[config.mk]
export PLATFORM = sky130hd
export DESIGN_NAME = led_driver_fault_diagnostics
export DESIGN_NICKNAME = d
export VERILOG_FILES = /design/src/inc/fault_diag_pkg.sv /design/src/inc/mode_bus_if.sv /design/src/core/mode_select.sv /design/src/core/led_driver_fault_diagnostics.sv
export SDC_FILE = /design/constraint.sdc
export NUM_CORES = 1
export LEC_CHECK = 0
export BUFFER_PORTS_ARGS = -buffer_cell sky130_fd_sc_hd__buf_2
export CORE_AREA = 2 2 49 69
export DETAILED_ROUTE_END_ITERATION = 12
export DIE_AREA = 0 0 51 71
export PLACE_DENSITY = 0.54
export SYNTH_ARGS = -nofsm -noshare
export SYNTH_HDL_FRONTEND = slang
export SYNTH_SLANG_ARGS = --single-unit
[constraint.sdc]
create_clock -name CLK -period 1.75 [get_ports CLK]
set_input_delay 0.175 -clock CLK [delete_from_list [all_inputs] [get_ports CLK]]
set_output_delay 0.175 -clock CLK [all_outputs]
set_load 0.1 [all_outputs]
[src/inc/fault_diag_pkg.sv]
package fault_diag_pkg;
   localparam int NUM_CHANNELS = 12;
   // Mode bit positions within the two-bit mode word
   localparam int MODE_AUTO_BIT = 0;
   localparam int MODE_DETECT_BIT = 1;
   localparam logic [1:0] MODE_RESET = 2'h0;
   localparam logic [1:0] MODE_BOTH = 2'h3;

   typedef enum logic [1:0] {
      MODE_NONE = 2'b00,
      MODE_AUTO = 2'b01,
      MODE_DETECT = 2'b10,
      MODE_INVALID = 2'b11
   } diag_mode_type;
endpackage : fault_diag_pkg

[src/inc/mode_bus_if.sv]
`timescale 1ns/1ps
interface mode_bus_if;
   import fault_diag_pkg::*;
   logic [1:0] raw_mode;
   logic [1:0] eff_mode;
   modport src (output raw_mode, input eff_mode);
   modport sel (input raw_mode, output eff_mode);
endinterface : mode_bus_if

[src/core/mode_select.sv]
`timescale 1ns/1ps
module mode_select
   import fault_diag_pkg::*;
(
   // Clock and reset
   input wire logic clk,
   input wire logic rst_b,
   // Mode words
   mode_bus_if.sel mb
);
   logic [1:0] valid_mode_reg;

   // Both bits set is not a mode: hold the last valid one
   always_ff @(posedge clk or negedge rst_b) begin
      if (!rst_b) begin
         valid_mode_reg <= MODE_RESET;
      end else if (mb.raw_mode != MODE_BOTH) begin
         valid_mode_reg <= mb.raw_mode;
      end
   end

   always_comb begin
      if (mb.raw_mode == MODE_BOTH) begin
         mb.eff_mode = valid_mode_reg;
      end else begin
         mb.eff_mode = mb.raw_mode;
      end
   end
endmodule : mode_select

[src/core/led_driver_fault_diagnostics.sv]
`timescale 1ns/1ps
// Functional notes
// - Open-load check needs enable sense and mode
// - Auto-shutdown: any fault turns all channels off
// - Fault pulls shared line low, else released
// - Auto-shutdown: external low turns channels off
// - Channels recover automatically once faults clear
// - Detect-only: report fault, regulation unchanged
// - Detect-only: external low keeps channels on
// - Diagnostic modes set readable open-load flag
// - No mode bits: no open-load detection
// - Both bits set: keep previous mode
// - Enable sense low: suspend open-load detection
// - External low sets flag, clears others
// - Current-set short: all off, line, flag
// - Mode from nonvolatile or register copies
// - Nonvolatile access only in programming window
// - Serial flag set switches to register mode
module led_driver_fault_diagnostics
   import fault_diag_pkg::*;
#(
   parameter int CHANNELS = NUM_CHANNELS
)
(
   // Clock and reset
   input wire logic CLK,
   input wire logic RST_B,
   // Detector inputs
   input wire logic [CHANNELS-1:0] OPEN_LOAD_DET,
   input wire logic CURRENT_SET_SHORT,
   input wire logic DIAG_ENABLE_SENSE,
   input wire logic CURRENT_SET_PIN_IN_PROG_WINDOW,
   // Mode sources
   input wire logic SERIAL_MODE_FLAG,
   input wire logic AUTO_SHUTDOWN_ON_FAULT,
   input wire logic DETECT_WITHOUT_ACTION,
   input wire logic REG_AUTO_SHUTDOWN_ON_FAULT,
   input wire logic REG_DETECT_WITHOUT_ACTION,
   // Shared open-drain fault line
   input wire logic FAULT_LINE_IN,
   output logic FAULT_LINE_OUT,
   output logic FAULT_LINE_OE_B,
   // Channel control and status
   output logic [CHANNELS-1:0] CHANNEL_ON,
   output logic OPEN_LOAD_FLAG,
   output logic CURRENT_SET_SHORT_FLAG,
   output logic EXTERNAL_FAULT_FLAG,
   output logic [CHANNELS-1:0] OPEN_LOAD_STATUS,
   output logic NV_ACCESS_ENABLE
);
   // Elaboration-time refusal of a channel count the logic cannot serve
   if (CHANNELS < 1) begin : g_bad_channels
      $error("CHANNELS must be at least 1");
   end

   mode_bus_if mb ();

   logic auto_sd;
   logic det_only;
   logic ol_active;
   logic ol_any;
   logic ext_low;
   logic drive_low;
   logic all_off;

   // Standalone uses nonvolatile bits; serial flag swaps in register copies
   always_comb begin
      if (SERIAL_MODE_FLAG) begin
         mb.raw_mode = {REG_DETECT_WITHOUT_ACTION,
                        REG_AUTO_SHUTDOWN_ON_FAULT};
      end else begin
         mb.raw_mode = {DETECT_WITHOUT_ACTION,
                        AUTO_SHUTDOWN_ON_FAULT};
      end
   end

   mode_select u_mode_select (
      .clk(CLK),
      .rst_b(RST_B),
      .mb(mb)
   );

   assign auto_sd = mb.eff_mode[MODE_AUTO_BIT];
   assign det_only = mb.eff_mode[MODE_DETECT_BIT];

   // Either single-bit mode plus enable sense arms the open-load check
   assign ol_active = DIAG_ENABLE_SENSE && (auto_sd || det_only);
   assign ol_any = ol_active && (|OPEN_LOAD_DET);

   // Own drive is registered, so our low level is known from the flop
   assign ext_low = !FAULT_LINE_IN && FAULT_LINE_OE_B;

   assign drive_low = ol_any || CURRENT_SET_SHORT;

   // Short always shuts off; others only under auto-shutdown
   assign all_off = CURRENT_SET_SHORT
                    || (auto_sd && (ol_any || ext_low));

   // Fault line: enable active low while pulling
   always_ff @(posedge CLK or negedge RST_B) begin
      if (!RST_B) begin
         FAULT_LINE_OUT <= 1'b0;
         FAULT_LINE_OE_B <= 1'b1;
      end else begin
         FAULT_LINE_OUT <= 1'b0;
         FAULT_LINE_OE_B <= !drive_low;
      end
   end

   // Channels follow fault state every cycle, so recovery needs no software
   always_ff @(posedge CLK or negedge RST_B) begin
      if (!RST_B) begin
         CHANNEL_ON <= '0;
      end else begin
         CHANNEL_ON <= all_off ? '0 : '1;
      end
   end

   // Status flags; external fault masks open-load and short flags
   always_ff @(posedge CLK or negedge RST_B) begin
      if (!RST_B) begin
         OPEN_LOAD_FLAG <= 1'b0;
         CURRENT_SET_SHORT_FLAG <= 1'b0;
         EXTERNAL_FAULT_FLAG <= 1'b0;
         OPEN_LOAD_STATUS <= '0;
      end else begin
         EXTERNAL_FAULT_FLAG <= ext_low;
         OPEN_LOAD_FLAG <= ol_any && !ext_low;
         CURRENT_SET_SHORT_FLAG <= CURRENT_SET_SHORT && !ext_low;
         OPEN_LOAD_STATUS <= (ol_active && !ext_low) ?
                             OPEN_LOAD_DET : '0;
      end
   end

   // Nonvolatile access gate
   always_ff @(posedge CLK or negedge RST_B) begin
      if (!RST_B) begin
         NV_ACCESS_ENABLE <= 1'b0;
      end else begin
         NV_ACCESS_ENABLE <= CURRENT_SET_PIN_IN_PROG_WINDOW;
      end
   end
endmodule : led_driver_fault_diagnostics

Yosys cells after proc, flatten, opt, wreduce, memory -nomap -nowiden:

Cells that the tools add are included.

* bits of input ports: 23
* output and inout bits: 30
* register bits after elaboration: 31

* muxes and demuxes: 4
* equality and inequality tests: 2
* reduce and logical (&&, ||, !) cells: 15

Operators by type and width (number)
* 2-to-1 mux 12 bit: 2
* OR reduction 12 bit: 1
* logical AND 1 bit: 7
* logical OR 1 bit: 4
* 2-to-1 mux 2 bit: 2
* zero test 1 bit: 3
* == test 2 bit, second input constant: 1
* != test 2 bit, second input constant: 1

Longest topological paths before layout:

Gate-level depths: netlist of the first run.

* depth in word-level cells: 10
* mapped depth: 5

Cells and area by module:

A second synthesis of the first run with hierarchy kept.

* cell total of the unflattened synthesis: 66
* area, all modules: 857.1 µm²

Modules (own cells, without submodules)
* led_driver_fault_diagnostics: instances 1, area each 784.5 µm², cells an instance 60, seq. area each 451.7 µm²
* mode_select: instances 1, area each 72.6 µm², cells an instance 6, seq. area each 50.0 µm²

Worst setup path after synthesis of the first run:

Ideal clock, no wire load.

* kind: flip-flop to flip-flop
* start point: register FAULT_LINE_OE_B
* end point: register OPEN_LOAD_STATUS[0]
* slack: 0.073 ns
* cell stages (with the launch flop): 5
* arrival time: 1.558 ns
* required time: 1.631 ns
* clock period less this slack: 1.677 ns
* cells stage by stage: dfstp_2 nor2b_1 a211oi_4 buf_6 and2_1

* cells in the longest elaborated chain, start to end: 4

Ends and longest elaborated chain
* start, declared: RTL line led_driver_fault_diagnostics.sv:42 `output logic FAULT_LINE_OE_B,`
* start signal, assigned: RTL line led_driver_fault_diagnostics.sv:106 `FAULT_LINE_OE_B <= !drive_low;`
* logical AND 1 bit: RTL line led_driver_fault_diagnostics.sv:91 `assign ext_low = !FAULT_LINE_IN && FAULT_LINE_OE_B;`
* net ext_low: RTL line led_driver_fault_diagnostics.sv:62 `logic ext_low;`
* zero test 1 bit: RTL line led_driver_fault_diagnostics.sv:130 `OPEN_LOAD_STATUS <= (ol_active && !ext_low) ?`
* logical AND 1 bit: RTL line led_driver_fault_diagnostics.sv:130
* 2-to-1 mux 12 bit: RTL line led_driver_fault_diagnostics.sv:130
* end signal, assigned: RTL line led_driver_fault_diagnostics.sv:130
* end, declared: RTL line led_driver_fault_diagnostics.sv:48 `output logic [CHANNELS-1:0] OPEN_LOAD_STATUS,`

The timed path passes the listed nets, and every way through them passes these cells.
A chain may end at the register's enable or synchronous reset.

Worst setup path in the final report of the first run:

* start point: register u_mode_select.valid_mode_reg[0]
* end point: register OPEN_LOAD_STATUS[9]

* cells in the longest elaborated chain, start to end: 5

Ends and longest elaborated chain
* start, declared: RTL line mode_select.sv:11 `logic [1:0] valid_mode_reg;`
* start signal, assigned: RTL line mode_select.sv:18 `valid_mode_reg <= mb.raw_mode;`
* 2-to-1 mux 2 bit: RTL line mode_select.sv:23 `if (mb.raw_mode == MODE_BOTH) begin`
* logical OR 1 bit: RTL line led_driver_fault_diagnostics.sv:87 `assign ol_active = DIAG_ENABLE_SENSE && (auto_sd || det_only);`
* logical AND 1 bit: RTL line led_driver_fault_diagnostics.sv:87
* logical AND 1 bit: RTL line led_driver_fault_diagnostics.sv:130
* 2-to-1 mux 12 bit: RTL line led_driver_fault_diagnostics.sv:130

No other way between the ends.

==> reports/results.tsv, run 1 <==
metric	value	unit
portBuffers	51	
worst_slack	0.337	ns
synth_top_area_frac	0.559	
report.final.slew_viol_count	0	
clock_latency	0.25	ns
drv_cap	0	
rrSetupSlack	0.34	ns
gp_congestion	0.708	
area_growth_syn_to_layout	30.3	%
cts_tree	done	
cts_setup_buffers	0	
cts_inserted_buffers	3	
hold_path_class	in -> reg	
dieArea	3620	µm²
rsz0062_at_grt	false	
die_y	71	µm
synth_edf_count	0	
synth_fa_ha_area_frac	0	
hp-start	CURRENT_SET_PIN_IN_PROG_WINDOW	
reg2regPathDepth	4	
whs	0.0340	ns
design.core.area	3030	µm²
grt_pass1_wl	2640	µm
synth_seq_area_share	0.590	
powerDensity	1170	nW/µm²
die_x	51	µm
drive_gt1_frac	0.527	
wl_per_cell	10.5	µm
required	1.94	ns
cts_max_level	1	
cp.arrival	1.60	ns
yosys-top-cells-count	dfrtp_1 (19), and2_1 (13), buf_4 (12)	
fp-row-count	24	
cpPeakStageDelay	0.42	ns
hold_violations	0	
grtUsageTotal	0.0973	
ant_nets	0	
synth_flop_cell	dfrtp_1	
synth_compound_area_frac	0.0868	
path_cells	nor2b_1 -> o32a_4 -> a211oi_4 -> and2_1	
ir_drop	0.461	mV
root_buffer	clkbuf_8	
synth_top_family_by_area	simple AND/OR/NAND/NOR gates	
place_ws	0.302	ns
synthTopCellsByArea	dfrtp_1 (56%), buf_4 (11%), and2_1 (9.6%), dfstp_2 (3.1%), nor2b_1 (2.9%)	
clock_path_buffers	2	
max_freq	708	MHz
synth-xor-area-share	0	
yosysTopAreaCell	dfrtp_1	
clk_pin_slew_worst_paths	0.07	ns
async_flop_share	1.00	
first_global_vias	653	
n_fill_cell	322	
syn_area_per_cell	12.3	µm²
final.period_utilization	0.808	
cp_slowest_cell	a211oi_4	
leakage	0.621	nW
synth-seq-cells	20	
largest_reg_flops	12	
hpwlAfterDp	1330	µm
min_delay_path_depth	1	
antenna_found_initial	0	
setup_viol_count_final	0	
cts_sinks	20	
grt_max_degree	21	
min_period	1.41	ns
worstPathMaxFanout	13	
rr_startpoint	u_mode_select.valid_mode_reg[0]	
critical_path.endpoint_type	flip-flop	
final.setup_skew	0.00313	ns
synth_simple_gate_area_share	0.157	
drt-total-wl	1590	µm
hold_buffers	1	
synth_nets	92	
syn_inst	69	
final_nets	136	
min_delay_worst_endpoint	NV_ACCESS_ENABLE	
synthMuxAreaShare	0.0250	
crit_family	compound AO/OA/AOI/OAI gates	
diodes	0	
critPathLaunchType	flip-flop	
drt_iter0_markers	4	
crit_type	reg -> reg	
drc	0	
cts_resized	0	
overflow	0	
drt_pass1_iterations	2	
ys_types	18	
yosysMostFrequentCell	dfrtp_1	
crit_buf_inv	0	
syn_area	851	µm²
num_vias	612	
io_pins	53	
initial_utilization	0.281	
yosys_warnings	0	
outcome	finished clean	
r2r-end	OPEN_LOAD_STATUS[9]	
viasPerCell	4.05	
tns	0	ns
final cells by class:
cell class / instances / area, µm² / area share
clock buffers: 4 / 45.0 / 0.0406
multi-input cells: 32 / 233 / 0.210
well taps: 39 / 48.8 / 0.0440
flip-flops and latches: 20 / 502 / 0.453
inverters: 4 / 15.0 / 0.0135
repair buffers: 52 / 265 / 0.239
per-stage QoR:
step	utilization	std cells	instance area [µm²]	total power, mW
2_1_floorplan	-	69	851	0.955
3_3_place_gp	0.347	146	1050	1.01
3_5_place_dp	0.347	146	1050	1.01
4_1_cts	0.366	151	1110	1.32
5_1_grt	0.366	151	1110	1.35
6_report	0.366	151	1110	1.30
cells in the final DEF, fill, tap and decap left out:
master and count:
nor4_1 3, buf_2 51, nand3_1 1, o21ai_2 1
nor2b_1 4, clkbuf_1 1, a211oi_4 1, conb_1 1
a21oi_1 3, dlygate4sd3_1 1, clkbuf_8 3, a21o_1 1
nand2_1 1, mux2i_1 1, inv_1 4, mux2_2 1
dfrtp_1 19, o32a_4 1, and2_1 13, dfstp_2 1
worst max path at each step:
stage,start,end,cells past startpoint
after floorplan,FAULT_LINE_OE_B,OPEN_LOAD_STATUS[0],4
after global placement,DETECT_WITHOUT_ACTION,OPEN_LOAD_STATUS[10],5
after detailed placement,DETECT_WITHOUT_ACTION,OPEN_LOAD_STATUS[9],5
after CTS,u_mode_select.valid_mode_reg[0],OPEN_LOAD_STATUS[9],4
after global routing,u_mode_select.valid_mode_reg[0],OPEN_LOAD_STATUS[6],4
final,u_mode_select.valid_mode_reg[0],OPEN_LOAD_STATUS[9],4
layer usage:
metal  global-route usage  part of all wire  wire length, µm
met5                    0                 0                0
met4               0.0751             0.030               48
met3               0.0169             0.079              126
met2                0.185              0.57              904
met1               0.0855              0.32              513
kinds of logic (layout without fill, tap and decap cells):
| logic type | after synthesis | in the layout |
|---|---|---|
| AO/OA/AOI/OAI | 7 | 7 |
| buffers and inverters | 17 | 60 |
| flip-flops | 20 | 20 |
| multiplexers | 2 | 2 |
| other | 1 | 1 |
| AND/OR/NAND/NOR | 22 | 22 |
power by group:
| part | internal (mW) | total [mW] | leakage [nW] | switching, mW |
|---|---|---|---|---|
| combinational | 0.0771 | 0.498 | 0.338 | 0.421 |
| clock | 0.161 | 0.293 | 0.0228 | 0.132 |
| sequential | 0.493 | 0.505 | 0.260 | 0.0119 |
| total | 0.732 | 1.30 | 0.621 | 0.564 |
Note: power is estimated with default switching activity, not from simulation.
==> inputs of run 2 (changes only) <==
Settings changed: PLACE_DENSITY 0.54 to 0.56.
Clock period 1.75 ns to 1.17 ns, I/O delays scaled along.
==> reports/results.tsv, run 2 (synthesis results as in run 1) <==
metric	value	unit	change
regArea	509	µm²	+1.5%
diodes	0		unchanged
max_freq	756	MHz	+6.8%
design.core.area	3030	µm²	unchanged
outcome	finished, violations left		
critPathLaunchType	flip-flop		
area_growth_syn_to_layout	71.2	%	
largest_reg_flops	12		unchanged
violations	setup timing		
drt-total-wl	1910	µm	+20%
leakage	0.746	nW	+20%
fp-row-count	24		unchanged
place_ws	-0.280	ns	-0.582 ns
multiInputGateArea	259	µm²	+11%
setup_viol_count_final	28		+28
final.setup_skew	0.000854	ns	-0.00228 ns
final.period_utilization	1.13		+0.323
drt_iter0_markers	3		-1
final_nets	143		+5.1%
n_fill_cell	296		-8.1%
hold_path_class	in -> reg		
tns	-2.56	ns	-2.56 ns
clock_path_buffers	2		unchanged
power.total	2.23	mW	+72%
drt_pass1_iterations	2		unchanged
worstPathMaxFanout	13		unchanged
required	1.36	ns	-0.58 ns
ant_nets	0		unchanged
drive_gt1_frac	0.605		+0.0783
cts_sinks	20		unchanged
powerDensity	1530	nW/µm²	+31%
cts_tree	done		
dieArea	3620	µm²	unchanged
die_x	51	µm	unchanged
rsz0062_at_grt	true		
cp.arrival	1.51	ns	-0.09 ns
first_global_vias	696		+6.6%
die_y	71	µm	unchanged
drv_cap	0		unchanged
final_common_cell	buf_2		
cts_inserted_buffers	3		unchanged
grt_max_degree	21		unchanged
drc	0		unchanged
placed_cells_incl_taps	148		+1.4%
critical_path.endpoint_type	flip-flop		
cts_max_level	1		unchanged
root_buffer	clkbuf_8		
grt_pass1_wl	2930	µm	+11%
hpwlAfterDp	1470	µm	+11%
stdcell_count	158		+4.6%
whs	0.0243	ns	-0.00963 ns
initial_utilization	0.281		unchanged
crit_type	reg -> reg		
min_period	1.32	ns	-0.0901 ns
hold_violations	0		unchanged
clock_latency	0.25	ns	about the same
viasPerCell	4.24		+4.6%
layout.cells.most_common_list	buf_2 (38), dfrtp_1 (18), and2_1 (13), buf_12 (13), clkbuf_8 (4)		
clk_pin_slew_worst_paths	0.07	ns	about the same
wl_per_cell	12.1	µm	+15%
overflow	0		unchanged
num_vias	670		+9.5%
gp_congestion	0.666		-6.0%
report.final.slew_viol_count	0		unchanged
ir_drop	0.630	mV	+36%
worst_slack	-0.153	ns	-0.490 ns
grtUsageTotal	0.107		+0.0102
portBuffers	51		unchanged
antenna_found_initial	0		unchanged
io_pins	53		unchanged
## run 2: cell types whose count changed in the layout (fill, tap and decap cells not counted), sizes merged
cell,delta
buf,+6
dlygate4sd3,+1
## run 2: final cells by class
cell class                      instances  area share
Inverter                                4      0.0120
Multi-Input combinational cell         32       0.178
Tap cell                               39      0.0335
Timing Repair Buffer                   59       0.389
Sequential cell                        20       0.350
Clock buffer                            4      0.0378
## run 2: power breakdown
group	internal [mW]	total (mW)	switching, mW	leakage, nW
registers	0.742	0.760	0.0188	0.260
clock network	0.298	0.501	0.203	0.0288
logic	0.289	0.968	0.680	0.457
## run 2: path summary, 6_finish.rpt
path | startpoint | end | slack (ns) | depth (start not counted)
max | u_mode_select.valid_mode_reg[0] | OPEN_LOAD_STATUS[2] | -0.15 | 5
max reg2reg | u_mode_select.valid_mode_reg[0] | OPEN_LOAD_STATUS[2] | -0.15 | 5
min | CURRENT_SET_SHORT | FAULT_LINE_OE_B | 0.02 | 2
max in group asynchronous | RST_B | CHANNEL_ON[10] | 0.50 | 2
min reg2reg | u_mode_select.valid_mode_reg[1] | u_mode_select.valid_mode_reg[1] | 0.56 | 2
min in group asynchronous | RST_B | OPEN_LOAD_STATUS[5] | 0.34 | 2
## run 2: per-layer routing
layer	wire length [µm]	vias up	GRT usage
met5	0	-	0
met4	27	0	0.0541
met3	165	2	0.0274
met2	1150	33	0.218
met1	566	329	0.0887
li1	-	306	-
## run 2: stage by stage
stage / utilization / area, µm²
after floorplan: - / 866
after global placement: 0.422 / 1280
final: 0.480 / 1460
after CTS: 0.471 / 1430
after detailed placement: 0.422 / 1280
after global routing: 0.480 / 1460
## run 2: timing repair
action                                  4_1_cts  5_1_grt
resized for setup                             5        6
endpoints found under the setup margin       27       28
cloned                                        1        0
endpoints found under the hold margin        20        0
hold buffers                                  2        0
pin swaps                                     2        0
buffers inserted                              2        1
## run 2: critical path, cell delays in order, from the launching register on
cell and delay (ns):
dfrtp_1 0.36, nor2b_1 0.06, o32a_4 0.32, a211oi_4 0.21, buf_6 0.16, and2_1 0.13
